--- src/tcc_pkg.sv ---
// Constants, types and register layout of the timer capture control block
// Behaviour
// Writing one to the force-high bit drives the timer output high.
// Writing one to the force-low bit drives the timer output low; the code drives it high when force-high is also written one.
// Both output override bits read zero; writing zero leaves the output alone.
// Tie bit feeds capture input two from capture input one's pin.
// Second edge field: 00 falling, 01 rising, 10 or 11 both edges.
// First edge field: 00 falling, 01 rising, 10 or 11 both edges.
// Second timer interrupt enable gates the second timer interrupt request.
// First timer interrupt enable gates the first timer interrupt request.
// Writing one to the second clear bit clears the second timer counter.
// Writing one to the first clear bit clears the first timer counter.
// Both clear bits are strobes: read zero, writing zero does nothing.
// Unused control bits and reserved configuration top bit read zero, ignore writes.
// Each capture one event sets a sticky flag until software clears it.
package tcc_pkg;

    localparam int unsigned ADDR_W = 4;
    localparam int unsigned DATA_W = 8;
    localparam int unsigned IRQ_W  = 4;

    // Register word offsets on the plain register port
    localparam logic [ADDR_W-1:0] ADDR_CAP_CFG   = 4'h0;
    localparam logic [ADDR_W-1:0] ADDR_PAIR_CTRL = 4'h1;
    localparam logic [ADDR_W-1:0] ADDR_IRQ_STAT  = 4'h2;
    localparam logic [ADDR_W-1:0] ADDR_IRQ_MASK  = 4'h3;

    // Capture configuration fields
    localparam int unsigned CFG_FORCE_HIGH = 6;
    localparam int unsigned CFG_FORCE_LOW  = 5;
    localparam int unsigned CFG_TIE        = 4;
    localparam int unsigned CFG_SEL2_HI    = 3;
    localparam int unsigned CFG_SEL2_LO    = 2;
    localparam int unsigned CFG_SEL1_HI    = 1;
    localparam int unsigned CFG_SEL1_LO    = 0;
    localparam logic [DATA_W-1:0] CFG_STORED_MASK = 8'h1f;

    // Pair control fields
    localparam int unsigned CTRL_T2_IE  = 5;
    localparam int unsigned CTRL_T1_IE  = 4;
    localparam int unsigned CTRL_T2_CLR = 1;
    localparam int unsigned CTRL_T1_CLR = 0;
    localparam logic [DATA_W-1:0] CTRL_STORED_MASK = 8'h30;

    // Interrupt status and mask layout
    localparam int unsigned ST_CAP1 = 0;
    localparam int unsigned ST_CAP2 = 1;
    localparam int unsigned ST_T1   = 2;
    localparam int unsigned ST_T2   = 3;

    localparam logic [DATA_W-1:0] CFG_RESET  = 8'h00;
    localparam logic [DATA_W-1:0] CTRL_RESET = 8'h00;
    localparam logic [IRQ_W-1:0]  IRQ_RESET  = 4'h0;
    localparam logic [DATA_W-1:0] RD_IDLE    = 8'h00;
    localparam logic              PIN_RESET  = 1'b0;

    typedef enum logic [1:0] {
        EDGE_FALL     = 2'b00,
        EDGE_RISE     = 2'b01,
        EDGE_BOTH     = 2'b10,
        EDGE_BOTH_ALT = 2'b11
    } tcc_edge_sel_t;

endpackage : tcc_pkg

--- src/tcc_edge_det.sv ---
// Edge detector for one synchronous capture input
`timescale 1ns/100ps
module tcc_edge_det (
    input  wire logic                   clk,
    input  wire logic                   srst,
    input  wire logic                   ce,
    input  wire logic                   sample,
    input  wire tcc_pkg::tcc_edge_sel_t edge_sel,
    output logic                        hit
);
    import tcc_pkg::*;

    logic prev_q;
    logic prev_d;

    always_comb begin
        prev_d = prev_q;
        if (ce) begin
            prev_d = sample;
        end
    end

    always_ff @(posedge clk) begin
        if (srst) begin
            prev_q <= 1'b0;
        end else begin
            prev_q <= prev_d;
        end
    end

    always_comb begin
        unique case (edge_sel)
            EDGE_FALL:     hit = prev_q & ~sample;
            EDGE_RISE:     hit = ~prev_q & sample;
            EDGE_BOTH,
            EDGE_BOTH_ALT: hit = prev_q ^ sample;
        endcase
    end

endmodule : tcc_edge_det

--- src/tcc_top.sv ---
// Timer capture configuration and pair control with register port and interrupts
`timescale 1ns/100ps
module tcc_top (
    input  wire logic                       clk,
    input  wire logic                       srst,
    input  wire logic                       ce,
    input  wire logic [tcc_pkg::ADDR_W-1:0] bus_addr,
    input  wire logic [tcc_pkg::DATA_W-1:0] bus_wdata,
    input  wire logic                       bus_wr,
    input  wire logic                       bus_rd,
    output logic      [tcc_pkg::DATA_W-1:0] bus_rdata,
    input  wire logic                       capture_input_one,
    input  wire logic                       capture_input_two,
    input  wire logic                       first_timer_event,
    input  wire logic                       second_timer_event,
    output logic                            timer_output_pin,
    output logic                            first_timer_clear,
    output logic                            second_timer_clear,
    output logic                            capture_one_event,
    output logic                            capture_two_event,
    output logic                            capture_one_flag,
    output logic                            capture_two_pin_free,
    output logic                            first_timer_irq,
    output logic                            second_timer_irq,
    output logic                            irq
);
    import tcc_pkg::*;

    function automatic logic reg_hit(input logic [ADDR_W-1:0] addr,
                                     input logic [ADDR_W-1:0] target);
        reg_hit = (addr == target);
    endfunction : reg_hit

    // Write strobes per register
    logic wr_cfg;
    logic wr_ctrl;
    logic wr_stat;
    logic wr_mask;
    logic rd_any;

    assign wr_cfg  = ce & bus_wr & reg_hit(bus_addr, ADDR_CAP_CFG);
    assign wr_ctrl = ce & bus_wr & reg_hit(bus_addr, ADDR_PAIR_CTRL);
    assign wr_stat = ce & bus_wr & reg_hit(bus_addr, ADDR_IRQ_STAT);
    assign wr_mask = ce & bus_wr & reg_hit(bus_addr, ADDR_IRQ_MASK);
    assign rd_any  = ce & bus_rd;

    // Configuration state
    logic [DATA_W-1:0] cfg_q;
    logic [DATA_W-1:0] cfg_d;
    logic [DATA_W-1:0] ctrl_q;
    logic [DATA_W-1:0] ctrl_d;
    logic              pin_q;
    logic              pin_d;

    always_comb begin
        cfg_d  = cfg_q;
        ctrl_d = ctrl_q;
        pin_d  = pin_q;
        if (wr_cfg) begin
            // Only tie and edge fields are stored; override bits never latch
            cfg_d = bus_wdata & CFG_STORED_MASK;
            if (bus_wdata[CFG_FORCE_LOW]) begin
                pin_d = 1'b0;
            end
            // Force-high is checked last so it wins when both are written
            if (bus_wdata[CFG_FORCE_HIGH]) begin
                pin_d = 1'b1;
            end
        end
        if (wr_ctrl) begin
            ctrl_d = bus_wdata & CTRL_STORED_MASK;
        end
    end

    always_ff @(posedge clk) begin
        if (srst) begin
            cfg_q  <= CFG_RESET;
            ctrl_q <= CTRL_RESET;
            pin_q  <= PIN_RESET;
        end else begin
            cfg_q  <= cfg_d;
            ctrl_q <= ctrl_d;
            pin_q  <= pin_d;
        end
    end

    logic          tie_q;
    tcc_edge_sel_t sel1;
    tcc_edge_sel_t sel2;

    assign tie_q = cfg_q[CFG_TIE];
    assign sel1  = tcc_edge_sel_t'(cfg_q[CFG_SEL1_HI:CFG_SEL1_LO]);
    assign sel2  = tcc_edge_sel_t'(cfg_q[CFG_SEL2_HI:CFG_SEL2_LO]);

    // Clear strobes: one cycle per write of a one, nothing on a zero
    logic clr1_q;
    logic clr1_d;
    logic clr2_q;
    logic clr2_d;

    always_comb begin
        clr1_d = clr1_q;
        clr2_d = clr2_q;
        if (ce) begin
            clr1_d = wr_ctrl & bus_wdata[CTRL_T1_CLR];
            clr2_d = wr_ctrl & bus_wdata[CTRL_T2_CLR];
        end
    end

    always_ff @(posedge clk) begin
        if (srst) begin
            clr1_q <= 1'b0;
            clr2_q <= 1'b0;
        end else begin
            clr1_q <= clr1_d;
            clr2_q <= clr2_d;
        end
    end

    // Capture path; changing the tie bit can itself look like an edge on input two
    logic cap2_src;
    logic hit1;
    logic hit2;
    logic evt1_q;
    logic evt1_d;
    logic evt2_q;
    logic evt2_d;

    assign cap2_src = tie_q ? capture_input_one : capture_input_two;

    tcc_edge_det u_edge_one (
        .clk      (clk),
        .srst     (srst),
        .ce       (ce),
        .sample   (capture_input_one),
        .edge_sel (sel1),
        .hit      (hit1)
    );

    tcc_edge_det u_edge_two (
        .clk      (clk),
        .srst     (srst),
        .ce       (ce),
        .sample   (cap2_src),
        .edge_sel (sel2),
        .hit      (hit2)
    );

    always_comb begin
        evt1_d = evt1_q;
        evt2_d = evt2_q;
        if (ce) begin
            evt1_d = hit1;
            evt2_d = hit2;
        end
    end

    always_ff @(posedge clk) begin
        if (srst) begin
            evt1_q <= 1'b0;
            evt2_q <= 1'b0;
        end else begin
            evt1_q <= evt1_d;
            evt2_q <= evt2_d;
        end
    end

    // Interrupt status, mask and request outputs
    logic [IRQ_W-1:0] stat_q;
    logic [IRQ_W-1:0] stat_d;
    logic [IRQ_W-1:0] mask_q;
    logic [IRQ_W-1:0] mask_d;
    logic [IRQ_W-1:0] set_vec;
    logic             irq_q;
    logic             irq_d;
    logic             t1_irq_q;
    logic             t1_irq_d;
    logic             t2_irq_q;
    logic             t2_irq_d;

    always_comb begin
        set_vec          = '0;
        set_vec[ST_CAP1] = evt1_q;
        set_vec[ST_CAP2] = evt2_q;
        set_vec[ST_T1]   = first_timer_event;
        set_vec[ST_T2]   = second_timer_event;
        stat_d   = stat_q;
        mask_d   = mask_q;
        irq_d    = irq_q;
        t1_irq_d = t1_irq_q;
        t2_irq_d = t2_irq_q;
        if (ce) begin
            if (wr_stat) begin
                stat_d = stat_q & ~bus_wdata[IRQ_W-1:0];
            end
            // A new event in the clearing cycle survives the clear
            stat_d = stat_d | set_vec;
            if (wr_mask) begin
                mask_d = bus_wdata[IRQ_W-1:0];
            end
            irq_d    = |(stat_q & mask_q);
            t1_irq_d = stat_q[ST_T1] & ctrl_q[CTRL_T1_IE];
            t2_irq_d = stat_q[ST_T2] & ctrl_q[CTRL_T2_IE];
        end
    end

    always_ff @(posedge clk) begin
        if (srst) begin
            stat_q   <= IRQ_RESET;
            mask_q   <= IRQ_RESET;
            irq_q    <= 1'b0;
            t1_irq_q <= 1'b0;
            t2_irq_q <= 1'b0;
        end else begin
            stat_q   <= stat_d;
            mask_q   <= mask_d;
            irq_q    <= irq_d;
            t1_irq_q <= t1_irq_d;
            t2_irq_q <= t2_irq_d;
        end
    end

    // Read data stand for exactly one cycle after the strobe
    logic [DATA_W-1:0] rdata_q;
    logic [DATA_W-1:0] rdata_d;
    logic              pin_free_q;
    logic              pin_free_d;

    always_comb begin
        rdata_d    = rdata_q;
        pin_free_d = pin_free_q;
        if (ce) begin
            rdata_d    = RD_IDLE;
            pin_free_d = tie_q;
            if (rd_any) begin
                unique case (bus_addr)
                    ADDR_CAP_CFG:   rdata_d = cfg_q & CFG_STORED_MASK;
                    ADDR_PAIR_CTRL: rdata_d = ctrl_q & CTRL_STORED_MASK;
                    ADDR_IRQ_STAT:  rdata_d = {{(DATA_W-IRQ_W){1'b0}}, stat_q};
                    ADDR_IRQ_MASK:  rdata_d = {{(DATA_W-IRQ_W){1'b0}}, mask_q};
                    default:        rdata_d = RD_IDLE;
                endcase
            end
        end
    end

    always_ff @(posedge clk) begin
        if (srst) begin
            rdata_q    <= RD_IDLE;
            pin_free_q <= 1'b0;
        end else begin
            rdata_q    <= rdata_d;
            pin_free_q <= pin_free_d;
        end
    end

    assign bus_rdata            = rdata_q;
    assign timer_output_pin     = pin_q;
    assign first_timer_clear    = clr1_q;
    assign second_timer_clear   = clr2_q;
    assign capture_one_event    = evt1_q;
    assign capture_two_event    = evt2_q;
    assign capture_one_flag     = stat_q[ST_CAP1];
    assign capture_two_pin_free = pin_free_q;
    assign first_timer_irq      = t1_irq_q;
    assign second_timer_irq     = t2_irq_q;
    assign irq                  = irq_q;
endmodule : tcc_top

--- config.mk ---
export PLATFORM = sky130hd
export DESIGN_NAME = tcc_top
export DESIGN_NICKNAME = d
export VERILOG_FILES = /design/src/tcc_pkg.sv /design/src/tcc_edge_det.sv /design/src/tcc_top.sv
export SDC_FILE = /design/constraint.sdc
export NUM_CORES = 1
export LEC_CHECK = 0
export BUFFER_PORTS_ARGS = -buffer_cell sky130_fd_sc_hd__buf_4
export CAP_MARGIN = 15
export CELL_PAD_IN_SITES_DETAIL_PLACEMENT = 1
export CELL_PAD_IN_SITES_GLOBAL_PLACEMENT = 1
export CORE_MARGIN = 5
export CORE_UTILIZATION = 35
export CTS_CLUSTER_DIAMETER = 120
export CTS_CLUSTER_SIZE = 40
export DETAILED_ROUTE_END_ITERATION = 12
export PLACE_DENSITY_LB_ADDON = 0.08
export SLEW_MARGIN = 20
export SYNTH_ARGS = -nofsm -noshare
export SYNTH_HDL_FRONTEND = slang
export SYNTH_HIERARCHICAL = 1
export SYNTH_SLANG_ARGS = --single-unit
--- constraint.sdc ---
create_clock -name clk -period 1.6 [get_ports clk]
set_input_delay 0.08 -clock clk [delete_from_list [all_inputs] [get_ports clk]]
set_output_delay 0.08 -clock clk [all_outputs]
set_load 0.005 [all_outputs]
==> results summary, run 1 <==
The number of max-slew violations in the final report was 0. The final setup violation count is 0. The number of enable-type register cells in the synthesized netlist is 0. The count of nets left with antenna violations once routing finished came out at 0. The count of buffers from port buffering is 35. The final cell area excluding filler cells came out at around 1900 µm².

The worst-case clock skew came out at 0.00738 ns. The period utilization is 0.915. The number of CTS-inserted buffers is 5. The cell with the largest stage delay on the worst path is dfxtp_2. In the synthesized netlist, the cells that appear most often are dfxtp_1, nand2b_1, mux2i_1. For this run, the leading register cell type out of synthesis is dfxtp_1.

Sorting the synthesized cells by area gives the leading types as dfxtp_1, mux2i_1, nand2b_1. The gate count of the mapped netlist came out at 160. For this run, the top clock speed supported by timing is ~680 MHz. The clock tree synthesis step divided the H-tree into 2 levels. The average routed wire per standard cell came out at 16.6 µm.

OpenSTA, run right after detailed placement, puts the worst setup slack at approximately 0.068 ns. During I/O placement, the number of pins put on the boundary was 39. The Yosys warning count is 6. The post-detailed-placement cell area came out at 1820 µm². The global-route usage over all layers came out at 0.149. The worst path required time came out at around 1.8 ns. The area growth from synthesis to layout came out at 26.3%.

The distinct cell type count of the synthesized netlist came out at 32. STA classifies the critical path startpoint as a register. The post-synthesis sequential element count came out at 32.

The wire length of the first global-routing pass came out at approximately 7000 µm. The area of the mapped netlist is approximately 1500 µm². The worst-case headroom to the max-slew limit came out at 0.652. Walking the worst path, the cells encountered are mux2_2, ha_1, mux2i_1, mux2i_1, mux2i_1, nor2_1. At the pin with the least slew margin, the transition time is between 0.5 and 0.6 ns. The largest single stage delay on the critical path is between 0.3 and 0.4 ns. For this configuration, the core starts out at a cell density of 0.358. In this run the critical register-to-register path is launched from cfg_q[4].

Max-cap violations in this run came to 0. The maximum clock insertion buffer count is 2. The number of inserted diodes is 0. The setup slack of the critical path after layout is between 0.1 and 0.15 ns.

The share of cells above drive strength 1 is 0.263. dfxtp_1 is the most common cell in the netlist. The arrival time reported for the critical path endpoint came out at about 1.6 ns.

The share of synthesized area in the top cell type comes to 0.417. The worst setup path is captured at a register. Setup repair after global routing left no endpoint under its margin. The remaining global-route overflow came out at 0. The CTS tree is done. The first-pass detailed-route iteration total is 4. The highest fanout seen on the critical path came out at 4. In this run the most critical hold path is launched from bus_wdata[0].

The post-synthesis sequential area ratio came out at 0.417. In the synthesized netlist the async set-or-reset flop fraction comes to 0. The flow ran to the end, and the final reports show no timing, DRC or antenna violations. The floorplan die area came out at ~5800 µm².

The number of core rows is 24. The leakage power figure is ~0.8 nW. Among the stages of the critical path, the cell type that occurs most often is mux2i_1. Of all cell types, the one taking the most synthesized area is dfxtp_1. The clock transition at the register clock pins on the worst setup and hold paths after CTS is around 0.07 ns. The height of the die came out at between 70 and 80 µm.

The critical path launch point is cfg_q[4]. The worst-case IR drop observed on VDD is 0.000405 V. The wire-length estimate of the detail-placed layout is 3150 µm.

The via count of the first global-routing pass came out at ~1,300. The largest net degree at the start of global routing came out at 35. The average cell area after synthesis came out at 9.60 µm².

The post-layout minimum cycle time came out at 1.46 ns. Once the clock tree was built, the setup fixing pass inserted 0 buffers. After detailed routing, the number of remaining DRC violations is 0.

Dividing total power by cell area gives a power density of 842 nW/µm². The number of antenna violations at the first check in global routing is 0. The master cell of the clock root buffer is clkbuf_8. The number of clock sinks is 32. The initial detailed-routing violation count came out at 111.

The tightest min-delay check is of the in2reg type. The die span in x came out at ~76 µm. The setup TNS after final layout is 0 ns. The number of failing hold endpoints at the final stage is 0. The total detailed-routing wirelength came out at slightly above 4000 µm. The critical path is of the reg2reg type. The placeable core region is roughly 4300 µm².

At the end of the flow, the number of nets in the layout was between 200 and 250. The global placement routability congestion is slightly below 0.8. The via count normalized by instance count is roughly 5.3. The clock latency at the later pin of the worst-skew pair came out at 0.28 ns. The detailed router placed roughly 1,300 vias in this run.
[layout by cell type (no fill, tap or decap), types with 3 or more instances in the layout]
| master | Yosys | routed |
|---|---|---|
| a21oi_1 | 9 | 9 |
| a311oi_1 | 5 | 5 |
| buf_4 | 3 | 35 |
| clkbuf_8 | 0 | 6 |
| dfxtp_1 | 32 | 31 |
| dlygate4sd3_1 | 0 | 3 |
| ha_1 | 4 | 4 |
| inv_1 | 5 | 5 |
| mux2_2 | 4 | 4 |
| mux2i_1 | 20 | 20 |
| nand2_1 | 12 | 12 |
| nand2b_1 | 21 | 21 |
| nand3_1 | 4 | 4 |
| nor2_1 | 9 | 9 |
| o21ai_0 | 6 | 6 |
[cell families after synthesis]
kind of cell | synth area share
and+or+nand+nor | 0.227
muxes | 0.160
DFF | 0.417
AOI/OAI and AO/OA | 0.117
buffers and inverters | 0.0440
other | 0.00244
adders and majority gates | 0.0326
[per-layer routing]
layer | track usage | up-vias | share of wire
met5 | 0 | - | 0
met1 | 0.191 | 640 | 0.46
met4 | 0.0577 | 0 | 0.015
met2 | 0.229 | 45 | 0.45
li1 | - | 638 | -
met3 | 0.0508 | 8 | 0.068
[metrics by stage]
| step | cells | total power, mW | hold slack (ns) | utilization |
|---|---|---|---|---|
| after detailed placement | 239 | 0.997 | 0.295 | 0.423 |
| after global routing | 250 | 1.70 | 0.00619 | 0.452 |
| after floorplan | 161 | 0.924 | 0.152 | - |
| after global placement | 239 | 0.990 | 0.283 | 0.423 |
| final | 250 | 1.63 | 0.0101 | 0.452 |
| after CTS | 250 | 1.65 | 0.00714 | 0.451 |
[path summary, 6_finish.rpt]
kind	to	slack, ns	cells after the start
worst max-delay path	capture_two_event	0.14	6
worst min-delay path	stat_q[0]	0.01	2
worst max register to register	capture_two_event	0.14	6
worst min register to register	bus_rdata[0]	0.46	2
[flip-flops by register name (all words and copies together) (netlist names)]
signal	count
capture_two_event	1
cfg_q	5
mask_q	4
second_timer_irq	1
bus_rdata	6
capture_one_event	1
second_timer_clear	1
timer_output_pin	1
capture_two_pin_free	1
stat_q	4
first_timer_irq	1
u_edge_one/prev_q	1
ctrl_q	2
irq	1
first_timer_clear	1
u_edge_two/prev_q	1
[where the power goes]
group,total [mW],switching [mW],internal [mW]
clock,0.650,0.299,0.351
combinational,0.161,0.0816,0.0790
sequential,0.823,0.0140,0.809
[timing repair]
item | 4_1_cts | 5_1_grt
endpoints found under the setup margin | 0 | 1
hold buffers | 3 | 0
hold endpoints to repair | 3 | 0
resized for setup | 0 | 1
[worst max-delay path: cells and delay by family (launching register included)]
| kind | cells | cell delay, ns |
|---|---|---|
| multiplexers | 4 | 0.74 |
| flip-flops | 1 | 0.37 |
| adder cells (fa/ha/maj) | 1 | 0.20 |
| AND/OR/NAND/NOR | 1 | 0.05 |
[layout make-up]
| class | count | area, µm² |
|---|---|---|
| repair buffers | 38 | 293 |
| fillers | 511 | 2350 |
| inverters | 5 | 18.8 |
| well taps | 52 | 65.1 |
| flip-flops and latches | 32 | 642 |
| multi-input cells | 115 | 831 |
| clock buffers | 8 | 90.1 |
Power figures use the tool's default switching activity.
==> run 2, diff against run 1 <==
- BUFFER_PORTS_ARGS: -buffer_cell sky130_fd_sc_hd__buf_4 -> unset
- DONT_BUFFER_PORTS: unset -> 1
==> results summary, run 2 (same netlist as run 1, synthesis figures left out) <==
The flow ran to the end, but the final reports show violations. The final reports fail on hold timing. The power density over the cells is 940 nW/µm² (+12%).

The total via count after detailed routing came to 1,248 (-6.2%). The number of max-slew violations in the final report is 0 (unchanged). The share of cells above drive strength 1 came out at 0.102 (-0.160). The total number of nets in the final design is 200 (-9.9%).

The post-layout minimum cycle time is 1.49 ns (+0.0230 ns). The worst-case headroom to the max-slew limit was 0.395 (-0.256). The via count normalized by instance count is 5.47 (+2.8%). The leakage power figure is 0.676 nW (-14%).

The initial standard-cell utilization of the core came to 0.358 (unchanged). The number of CTS-inserted buffers came to 5 (unchanged). The number of antenna violations at the first check in global routing is 0 (unchanged).

The height of the die is 76.2 µm (unchanged). The average routed wire per standard cell was 19.3 µm (+16%). The CTS tree is done.

The master cell of the clock root buffer is clkbuf_8. The number of failing hold endpoints at the final stage is 1 (+1). The via count of the first global-routing pass came out at 1,332 (-0.22%). Compared with the post-synthesis result, the final layout area differs by 18.6%.

The worst setup path is launched from a register. The remaining global-route overflow came out at 0 (unchanged). The highest clock rate came out at 672 MHz (-1.5%). The worst slack on hold paths is -0.00231 ns (-0.0124 ns).

The period utilization came out at 0.930 (+0.0144). The final non-filler cell total came to 228 (-8.8%). The number of remaining DRC errors was 0 (unchanged).

The setup slack of the critical path after layout came to 0.112 ns (-0.0230 ns). The worst voltage drop across the vdd grid is 0.000467 V (+15%). The min-delay analysis places its worst path in the category in2reg. The maximum clock insertion buffer count came out at 2 (unchanged). The end-of-flow core utilization came to 0.424 (-0.0277). The largest net degree at the start of global routing came out at 27 (-23%).

The flip-flop count of the largest register after layout came to 6 (unchanged). The placeable core region is 4290 µm² (unchanged). The global-route usage over all layers was 0.156 (+0.00731). The worst setup path is captured at a register.

The number of core rows came out at 24 (unchanged). The residual antenna-violating net count after detailed routing came out at 0 (unchanged). The post-detailed-placement cell area is 1560 µm² (-14%).

The instance count after placement with tap cells included was 205 (-14%). Leaving out fill and tap cells, the most frequent cell in the layout is dfxtp_1. The number of hold buffers added after CTS was 15 (+12).

The wire length of the first global-routing pass is 7180 µm (+3.6%). The worst setup path is of the reg2reg kind. The number of inserted diodes is 0 (unchanged). The clock transition at the register clock pins on the worst setup and hold paths after CTS came out at 0.07 ns (about the same). The die span in x came out at 76.2 µm (unchanged). The transition time at the pin with the least slew margin came out at 0.904 ns (+0.389 ns). The number of cells upsized or downsized after cts came out at 0 (unchanged). The first-pass detailed-route iteration total is 4 (unchanged). The floorplan die area is 5810 µm² (unchanged). The I/O pin count came to 39 (unchanged). The setup TNS after final layout came out at 0 ns (unchanged). The count of H-tree levels built during CTS came out at 2 (unchanged). The final cell area excluding filler cells came out at 1820 µm² (-6.1%). The critical path launch point is cfg_q[4]. The clock latency at the later pin of the worst-skew pair is 0.28 ns (about the same). The beginning of the worst register-to-register path is cfg_q[4]. The count of buffers from port buffering is 0 (-100%). The max-cap check violation count is 0 (unchanged). The final setup violation count is 0 (unchanged). The global placement routability congestion came out at 0.817 (+5.6%). The startpoint identified for the worst hold timing path is bus_addr[0]. The arrival time reported for the critical path endpoint came out at 1.63 ns (about the same).

The total detailed-routing wirelength is 4400 µm (+5.9%). The overall power came to 1.71 mW (+4.8%). The number of inserted filler cells in the final layout came out at 499 (-2.3%). The setup slack at placement is 0.138 ns (+0.0706 ns). Leaving out fill and tap cells, the most frequent cells in the layout are dfxtp_1, nand2b_1, mux2i_1. The initial detailed-routing violation count is 87 (-22%). The worst path required time was 1.74 ns (-0.03 ns). Setup repair after global routing left no endpoint under its margin.

The worst-case clock skew is 0.00348 ns (-0.00390 ns). The number of buffers added for setup after CTS is 0 (unchanged). The number of clock sinks is 32 (unchanged). The total half-perimeter wirelength after legalization and detailed placement is 3070 µm (-2.7%). The highest fanout seen on the critical path is 3 (-1).
-- run 2: cell count changes in the layout (fill, tap and decap cells not counted), sizes merged --
| cell | delta |
|---|---|
| dlygate4sd3 | +12 |
| clkinv | +1 |
| buf | -34 |
| clkbuf | -2 |
| bufinv | +1 |
-- run 2: final timing paths --
check / to / slack, ns / depth (start not counted)
setup / recovery: capture_two_event / 0.11 / 6
hold / removal: bus_rdata[5] / -0.002 / 2
setup reg to reg: capture_two_event / 0.11 / 6
hold reg to reg: bus_rdata[0] / 0.49 / 2
-- run 2: area by class of cell --
class                           instances  area, µm²  area share
Sequential cell                        32        641       0.352
Inverter                                5       18.8      0.0103
Tap cell                               52       65.1      0.0357
Multi-Input combinational cell        115        831       0.456
Clock inverter                          2       35.0      0.0192
Clock buffer                            6       72.6      0.0399
Timing Repair Buffer                   16        158      0.0866
-- run 2: power breakdown --
| group | internal (mW) | switching (mW) | total (mW) |
|---|---|---|---|
| registers | 0.809 | 0.0145 | 0.823 |
| logic | 0.0668 | 0.0616 | 0.128 |
| clock network | 0.462 | 0.298 | 0.760 |
-- run 2: critical path, cell delays in order (launching register included) --
cell	delay, ns
dfxtp_1	0.34
mux2_2	0.36
ha_1	0.20
mux2i_1	0.15
mux2i_1	0.10
mux2i_1	0.15
nor2_1	0.05
-- run 2: routing by layer --
metal  share of wire  vias to the layer above  global-route usage
met2            0.45                       44               0.236
met5               0                        -                   0
met1            0.44                      606               0.195
met4           0.010                        0              0.0420
li1                -                      593                   -
met3           0.097                        5              0.0804
